<file path="src/shared/dac_loader_defines.svh">
`ifndef DAC_LOADER_DEFINES_SVH
`define DAC_LOADER_DEFINES_SVH

// serial word layout
`define WORD_BITS        16
`define CODE_MSB         11
`define SPEED_BIT        14
`define POWER_BIT        13
`define CODE_RESET       12'h000
`define CNT_RESET        5'h00
`define CNT_FULL         5'h10
`define WORD_RESET       16'h0000
`define CNT_STEP         5'h01
`define CTL_RESET        1'b0

// synchronised pins idle high out of reset
`define PIN_IDLE         1'b1
`define SYNC_IDLE        4'hf

`endif

</file>
<file path="src/shared/dac_loader_pkg.sv">
package dac_loader_pkg;
    typedef enum logic [2:0] {
        ST_IDLE  = 3'b001,
        ST_SHIFT = 3'b010,
        ST_DONE  = 3'b100
    } load_state_t;
endpackage

</file>
<file path="src/rtl/pin_sync.sv">
`timescale 1ns/10ps
`default_nettype none
// two-flop synchroniser for a group of pin inputs
module pin_sync #(
    parameter int WIDTH = 1,
    parameter logic [WIDTH-1:0] INIT = '0
) (
    input  wire logic             sys_clk_i,
    input  wire logic             nrst_i,
    input  wire logic [WIDTH-1:0] async_i,
    output logic      [WIDTH-1:0] sync_o
);
    logic [WIDTH-1:0] meta_q;
    logic [WIDTH-1:0] sync_q;

    // an empty pin group has nothing to synchronise
    if (WIDTH < 1) begin : g_width_check
        $error("synchroniser needs at least one pin");
    end

    // first stage read only by the second
    always_ff @(posedge sys_clk_i or negedge nrst_i) begin
        if (!nrst_i) begin
            meta_q <= INIT;
            sync_q <= INIT;
        end else begin
            meta_q <= async_i;
            sync_q <= meta_q;
        end
    end

    assign sync_o = sync_q;
endmodule // pin_sync
`default_nettype wire

</file>
<file path="src/rtl/serial_dac_word_loader.sv">
`include "dac_loader_defines.svh"
`timescale 1ns/10ps
`default_nettype none
module serial_dac_word_loader #(
    parameter int WORD_BITS = `WORD_BITS
) (
    input  wire logic        sys_clk_i,
    input  wire logic        nrst_i,
    input  wire logic        dev_select_n_i,
    input  wire logic        frame_sync_n_i,
    input  wire logic        serial_clk_i,
    input  wire logic        serial_data_i,
    output logic [11:0]      dac_code_o,
    output logic             settle_speed_sel_o,
    output logic             power_down_ctl_o,
    output logic             latch_update_o
);
    import dac_loader_pkg::*;

    // the shifter, counter and field positions serve a sixteen-bit word only
    if (WORD_BITS != `WORD_BITS) begin : g_word_bits_check
        $error("serial word must be sixteen bits");
    end

    // the control fields must sit above the code and inside the word
    if (`SPEED_BIT >= `WORD_BITS || `POWER_BIT <= `CODE_MSB) begin : g_field_check
        $error("latch fields do not fit the serial word");
    end

    // a level that went from high to low between two samples
    function automatic logic fell_edge(input logic prev, input logic now);
        fell_edge = prev & ~now;
    endfunction

    // a level that went from low to high between two samples
    function automatic logic rose_edge(input logic prev, input logic now);
        rose_edge = ~prev & now;
    endfunction

    // pack speed, power and code out of a received word; the two spare
    // control bits carry nothing for this block and are dropped here
    function automatic logic [13:0] latch_fields(input logic [15:0] rx_word);
        latch_fields = {rx_word[`SPEED_BIT], rx_word[`POWER_BIT], rx_word[`CODE_MSB:0]};
    endfunction

    // synced pin levels
    logic [3:0] pins_s;
    logic       sel_n;
    logic       fs_n;
    logic       sclk;
    logic       sdat;

    // all pins pass two flops before use; select, frame, clock and data share
    // one synchroniser so that their relative order survives the crossing, and
    // each serial clock phase must span more than one system clock to be seen;
    // the flops idle high so that reset shows no frame edge
    pin_sync #(.WIDTH(4), .INIT(`SYNC_IDLE)) u_sync (
        .sys_clk_i (sys_clk_i),
        .nrst_i    (nrst_i),
        .async_i   ({dev_select_n_i, frame_sync_n_i, serial_clk_i, serial_data_i}),
        .sync_o    (pins_s)
    );
    assign sel_n = pins_s[3];
    assign fs_n  = pins_s[2];
    assign sclk  = pins_s[1];
    assign sdat  = pins_s[0];

    // frame tracking state
    load_state_t state_q, state_d;
    logic [15:0] shift_q, shift_d;
    logic [4:0]  cnt_q, cnt_d;
    logic        load_req;

    // edge history of the synced frame and clock levels
    logic        fs_n_q, fs_n_d;
    logic        sclk_q, sclk_d;
    logic        fs_fall;
    logic        fs_rise;
    logic        sclk_fall;
    logic        sclk_rise;

    // converter latch and its update strobe
    logic [11:0] code_q, code_d;
    logic        speed_q, speed_d;
    logic        pwr_q, pwr_d;
    logic        upd_q, upd_d;

    // levels are followed even while deselected, so that a reselect
    // never presents an edge that happened while the device was away
    always_comb begin
        fs_n_d = fs_n;
        sclk_d = sclk;
    end

    // edge history starts at the idle-high level of the synchroniser
    always_ff @(posedge sys_clk_i or negedge nrst_i) begin
        if (!nrst_i) begin
            fs_n_q <= `PIN_IDLE;
            sclk_q <= `PIN_IDLE;
        end else begin
            fs_n_q <= fs_n_d;
            sclk_q <= sclk_d;
        end
    end

    // one-cycle strobes for each synced frame and clock pin edge
    assign fs_fall   = fell_edge(fs_n_q, fs_n);
    assign fs_rise   = rose_edge(fs_n_q, fs_n);
    assign sclk_fall = fell_edge(sclk_q, sclk);
    assign sclk_rise = rose_edge(sclk_q, sclk);

    // framing and shifting; load_req asks the latch group for an update
    // the counter reaches its full value only on the way into ST_DONE
    always_comb begin
        state_d  = state_q;
        shift_d  = shift_q;
        cnt_d    = cnt_q;
        load_req = 1'b0;
        // deselected: nothing moves, an open word resumes on reselect
        if (!sel_n) begin
            unique case (state_q)
                ST_IDLE: begin
                    // clock falls before the frame fall are ignored here
                    if (fs_fall) begin
                        cnt_d   = `CNT_RESET;
                        state_d = ST_SHIFT;
                    end
                end
                ST_SHIFT: begin
                    // a frame rise ends a short word with what is in the shifter
                    if (fs_rise) begin
                        load_req = 1'b1;
                        state_d  = ST_IDLE;
                    end else if (sclk_fall) begin
                        shift_d = {shift_q[`WORD_BITS-2:0], sdat};
                        cnt_d   = cnt_q + `CNT_STEP;
                        if (cnt_q == `CNT_FULL - `CNT_STEP) begin
                            state_d = ST_DONE;
                        end
                    end
                end
                ST_DONE: begin
                    // all bits in: the next clock rise or a frame rise loads
                    if (sclk_rise || fs_rise) begin
                        load_req = 1'b1;
                        state_d  = ST_IDLE;
                    end
                end
                default: state_d = ST_IDLE;
            endcase
            // a new frame restarts the count, even in the middle of a word
            if (fs_fall) begin
                cnt_d   = `CNT_RESET;
                state_d = ST_SHIFT;
            end
        end
    end

    // frame registers, cleared at power on; the shifter keeps its bits
    // after a load, so a short word reuses the older ones above it
    always_ff @(posedge sys_clk_i or negedge nrst_i) begin
        if (!nrst_i) begin
            state_q <= ST_IDLE;
            shift_q <= `WORD_RESET;
            cnt_q   <= `CNT_RESET;
        end else begin
            state_q <= state_d;
            shift_q <= shift_d;
            cnt_q   <= cnt_d;
        end
    end

    // all fields load together, so code and controls never mix two words;
    // the update lands about three system clocks after the pin edge that
    // causes it, two in the synchroniser and one in the latch flops
    always_comb begin
        code_d  = code_q;
        speed_d = speed_q;
        pwr_d   = pwr_q;
        upd_d   = load_req;
        if (load_req) begin
            {speed_d, pwr_d, code_d} = latch_fields(shift_q);
        end
    end

    // converter latch, cleared at power on
    always_ff @(posedge sys_clk_i or negedge nrst_i) begin
        if (!nrst_i) begin
            code_q  <= `CODE_RESET;
            speed_q <= `CTL_RESET;
            pwr_q   <= `CTL_RESET;
            upd_q   <= `CTL_RESET;
        end else begin
            code_q  <= code_d;
            speed_q <= speed_d;
            pwr_q   <= pwr_d;
            upd_q   <= upd_d;
        end
    end

    // outputs come straight from the latch flops
    assign dac_code_o         = code_q;
    assign settle_speed_sel_o = speed_q;
    assign power_down_ctl_o   = pwr_q;
    assign latch_update_o     = upd_q;
endmodule // serial_dac_word_loader
`default_nettype wire

</file>
<file path="config.mk">
export PLATFORM = sky130hd
export DESIGN_NAME = serial_dac_word_loader
export DESIGN_NICKNAME = d
export VERILOG_FILES = /design/src/shared/dac_loader_pkg.sv /design/src/rtl/pin_sync.sv /design/src/rtl/serial_dac_word_loader.sv
export VERILOG_INCLUDE_DIRS = /design/src /design/src/shared
export SDC_FILE = /design/constraint.sdc
export NUM_CORES = 1
export LEC_CHECK = 0
export CAP_MARGIN = 20
export CORE_UTILIZATION = 45
export CTS_CLUSTER_DIAMETER = 50
export DETAILED_ROUTE_END_ITERATION = 10
export DONT_BUFFER_PORTS = 1
export GPL_TIMING_DRIVEN = 0
export PLACE_DENSITY = 0.59
export SYNTH_ARGS = -nofsm -noshare
export SYNTH_HDL_FRONTEND = slang
export SYNTH_SLANG_ARGS = --single-unit
</file>
<file path="constraint.sdc">
create_clock -name sys_clk_i -period 2.05 [get_ports sys_clk_i]
set_clock_uncertainty 0.1 [all_clocks]
set_input_delay 0.3075 -clock sys_clk_i [delete_from_list [all_inputs] [get_ports sys_clk_i]]
set_output_delay 0.3075 -clock sys_clk_i [all_outputs]
set_load 0.05 [all_outputs]
</file>
==> qor.tcl <==
set qor(reg2reg_slack_ns) 0.12
set qor(worst_hold_startpoint) {u_sync.meta_q[3]}
set qor(routedLengthMet1_um) 1412
set qor(total_power_w) 0.001804
set qor(cell_internal_pwr_w) 0.001420
set qor(num-nets-final) 153
set qor(antenna-diode-count) 0
set qor(number_of_global_route_vias_before_repair) 1071
set qor(power.combinational.fraction_pct) 5.2
set qor(synthCells) 128
set qor(achievable-frequency_mhz) 517.2
set qor(globalplace.congestion) 0.7112
set qor(netSwitchingPower_w) 0.0003840
set qor(grt_remaining_overflow) 0
set qor(highest_cell_delay_on_the_worst_timing_path_ns) 0.55
set qor(vias_per_cell) 5.294
set qor(cts_max_path_buffers) 2
set qor(max-vdd-ir-drop_v) 0.0006663
set qor(netlist-cell-type-count) 28
set qor(num_rows) 23
set qor(cts_tree) {yes}
set qor(place_ws_ns) -0.1990
set qor(timing.rr.end) {dac_code_o[4]}
set qor(seq_area_frac_synth_pct) 62.16
set qor(first_pass_grt_wire_length_um) 4947
set qor(routedWlPerCell_um) 14.96
set qor(period_needed_ns) 1.934
set qor(number_of_antenna_violations_at_the_first_check_in_global_routing) 0
set qor(timing.critical_path.cells) {nor2b_1 -> o21ai_2 -> a211oi_4 -> buf_4 -> mux2_2}
set qor(cellPowerDensity_nw_per_um2) 803.3
set qor(portBuffers) 0
set qor(gr-usage-all-layers_pct) 14.86
set qor(start_kind) {flop}
set qor(timing.hold.ws_ns) 0.2599
set qor(timing_worst_setup_path_type) {flop to flop}
set qor(drt_pass1_iterations) 4
set qor(numCtsBuffers) 5
set qor(ant_nets) 0
set qor(layout_commonest_cell) {dfrtp_1}
set qor(outcome) {completed}
set qor(dpl.hpwl_um) 1905
set qor(clk-insertion-delay-late_ns) 0.29
set qor(finalSetupTns_ns) 0
set qor(syn_area_um2) 1954
set qor(via_count) 1027
set qor(maxCapViolCount) 0
set qor(die_w_um) 67.90
set qor(worstPathMaxFanout) 5
set qor(worst-endpoint-arrival_ns) 2.01
set qor(cts.htree.levels) 2
set qor(final_layout_size_suffix_gt1_share_pct) 42.36
set qor(crit_path_end_kind) {flop}
set qor(timing.final.crit_share_pct) 94.32
set qor(final_critical_path_setup_slack_ns) 0.1164
set qor(clk_transition_reported_paths_ns) 0.08
set qor(hold_viol_final) 0
set qor(setup_viol) 0
set qor(die_area_um2) 4610
set qor(synth.ff_latch_count) 48
set qor(tightest_slew_ns) 0.4990
set qor(layout.cells.most_common_list) {37 x dfrtp_1, 21 x mux2_2, 11 x dfstp_2}
set qor(max_slew_headroom_pct) 66.73
set qor(initial_core_util_pct) 47.83
set qor(met3WireLength_um) 115
set qor(min_path_type) {flop to flop}
set qor(fill_cells) 344
set qor(drc_violation_count_after_routing) 0
set qor(slew_violations) 0
set qor(fin_util_pct) 54.96
set qor(rsz_0062_raised_after_global_routing) {no}
set qor(cp_data_required_time_ns) 2.13
set qor(min_delay_worst_endpoint) {u_sync.sync_o[3]}
set qor(detailroute.wirelength.met2_um) 1343
set qor(leakagePower_nw) 1.056
set qor(syn2layout_area_growth_pct) 14.92
set qor(switching_share_pct) 21.29
set qor(crit-reg2reg-launch) {u_sync.sync_o[1]}
set qor(design.portCount) 21
set qor(finalWirelength_um) 2903
set qor(synth.yosys.warnings) 0
set qor(hold_depth) 0
set qor(design.core.area_um2) 4086
set qor(critical_path.slowest_cell) {dfstp_2}
set qor(tritoncts_num_sinks) 48
set qor(share_seq_of_total_power_pct) 56.4
set qor(uppermost_routed_layer) {met4}
set qor(grt_max_degree) 49
set qor(initialDrtViolationCount) 43
set qor(syn-mean-instance-area_um2) 15.27
set qor(ctsRootBufferMaster) {clkbuf_8}
set qor(dieHeight_um) 67.90
set qor(reg2regPathDepth) 5
set qor(share_clk_of_total_power_pct) 38.4
set qor(synth_fp_nets) 138
-- flip-flops by register name, indices dropped and copies added (netlist names) --
register	count
latch_update_o	1
power_down_ctl_o	1
sclk_q	1
u_sync.meta_q	4
u_sync.sync_o	4
fs_n_q	1
cnt_q	5
state_q	3
settle_speed_sel_o	1
shift_q	15
dac_code_o	12
-- critical path, delay by kind of cell (launching register included) --
family	cells	cell delay (ns)
flip-flops	1	0.55
AO/OA/AOI/OAI	2	0.38
multiplexers	1	0.33
AND/OR/NAND/NOR	1	0.25
buffers and inverters	1	0.20
-- power groups by stage --
| stage | Combinational (W) | Clock, W | Sequential [W] |
|---|---|---|---|
| floorplan | 0.0000488 | 0 | 0.00103 |
| global placement | 0.0000553 | 0 | 0.00103 |
| detailed placement | 0.0000571 | 0 | 0.00103 |
| CTS | 0.0000926 | 0.000697 | 0.00102 |
| global route | 0.000105 | 0.000745 | 0.00102 |
| finish | 0.0000940 | 0.000693 | 0.00102 |
-- metal layers --
| metal | track usage, % | vias up |
|---|---|---|
| met2 | 23.27 | 19 |
| met3 | 5.333 | 5 |
| met1 | 18.89 | 529 |
| met5 | 0 | - |
| li1 | - | 474 |
| met4 | 5.469 | 0 |
-- area by class of cell --
cell class | instances | area (µm²) | share of cell area [%]
flip-flops and latches | 48 | 1215 | 54.10
multi-input cells | 72 | 710.7 | 31.64
repair buffers | 8 | 92.59 | 4.123
clock buffers | 6 | 82.58 | 3.677
well taps | 50 | 62.56 | 2.786
clock inverters | 2 | 33.78 | 1.504
plain buffers | 3 | 30.03 | 1.337
inverters | 5 | 18.77 | 0.8357
-- timing repair --
| item | 4_1_cts | 5_1_grt |
|---|---|---|
| pin swaps | 2 | 0 |
| endpoints found under the hold margin | 52 | 0 |
| setup endpoints to repair | 30 | 6 |
| hold buffers | 6 | 0 |
| setup buffers | 2 | 0 |
| resized for setup | 1 | 2 |
-- cells in the mapped netlist --
| master | n | area (µm²) |
|---|---|---|
| nor2_1 | 4 | 15.01 |
| and2b_2 | 1 | 8.760 |
| nand2_1 | 4 | 15.01 |
| nand3b_1 | 3 | 22.52 |
| mux2_2 | 21 | 236.5 |
| mux2_4 | 9 | 135.1 |
| a32oi_1 | 1 | 8.760 |
| nor4b_1 | 1 | 8.760 |
| inv_1 | 5 | 18.77 |
| nor2b_1 | 1 | 6.260 |
| nand3_1 | 5 | 25.02 |
| dfrtp_1 | 37 | 925.9 |
| ha_1 | 4 | 50.05 |
| a41oi_1 | 1 | 8.760 |
| dfstp_2 | 11 | 289.0 |
| nor3b_1 | 2 | 15.01 |
| o21ai_2 | 1 | 8.760 |
| and2b_1 | 1 | 7.510 |
| o21ai_0 | 3 | 15.01 |
| nand2b_1 | 1 | 6.260 |
| xor2_1 | 2 | 17.52 |
| and3_1 | 2 | 12.51 |
| buf_12 | 1 | 20.02 |
| buf_2 | 2 | 10.01 |
| a211oi_4 | 1 | 20.02 |
| or3b_2 | 1 | 8.760 |
| nor4b_4 | 1 | 23.77 |
| o31ai_1 | 2 | 15.01 |
-- worst max path at each step --
stage                                start              to  slack, ns  cells past startpoint
final                     u_sync.sync_o[1]   dac_code_o[4]       0.12                      5
after global placement    u_sync.sync_o[2]   dac_code_o[5]      -0.16                      5
after CTS                 u_sync.sync_o[2]   dac_code_o[4]       0.03                      5
after floorplan           u_sync.sync_o[2]  dac_code_o[10]       0.06                      5
after global routing      u_sync.sync_o[1]   dac_code_o[1]      0.009                      5
after detailed placement  u_sync.sync_o[2]   dac_code_o[6]      -0.20                      5
-- per-stage QoR --
step | std cells | cell area [µm²]
2_1_floorplan | 128 | 1954
3_3_place_gp | 178 | 2017
3_5_place_dp | 178 | 2017
4_1_cts | 194 | 2228
5_1_grt | 194 | 2246
6_report | 194 | 2246
-- cells by family (layout without fill, tap and decap cells) --
group	count (synthesis)	count (layout)	synth area share (%)
adder cells (fa/ha/maj)	4	4	2.561
flip-flops	48	48	62.16
AO/OA/AOI/OAI	9	9	3.905
AND/OR/NAND/NOR	27	27	8.962
buffers and inverters	8	24	2.497
XOR/XNOR	2	2	0.8965
multiplexers	30	30	19.01
No activity file was read; power rests on OpenSTA's default activity.
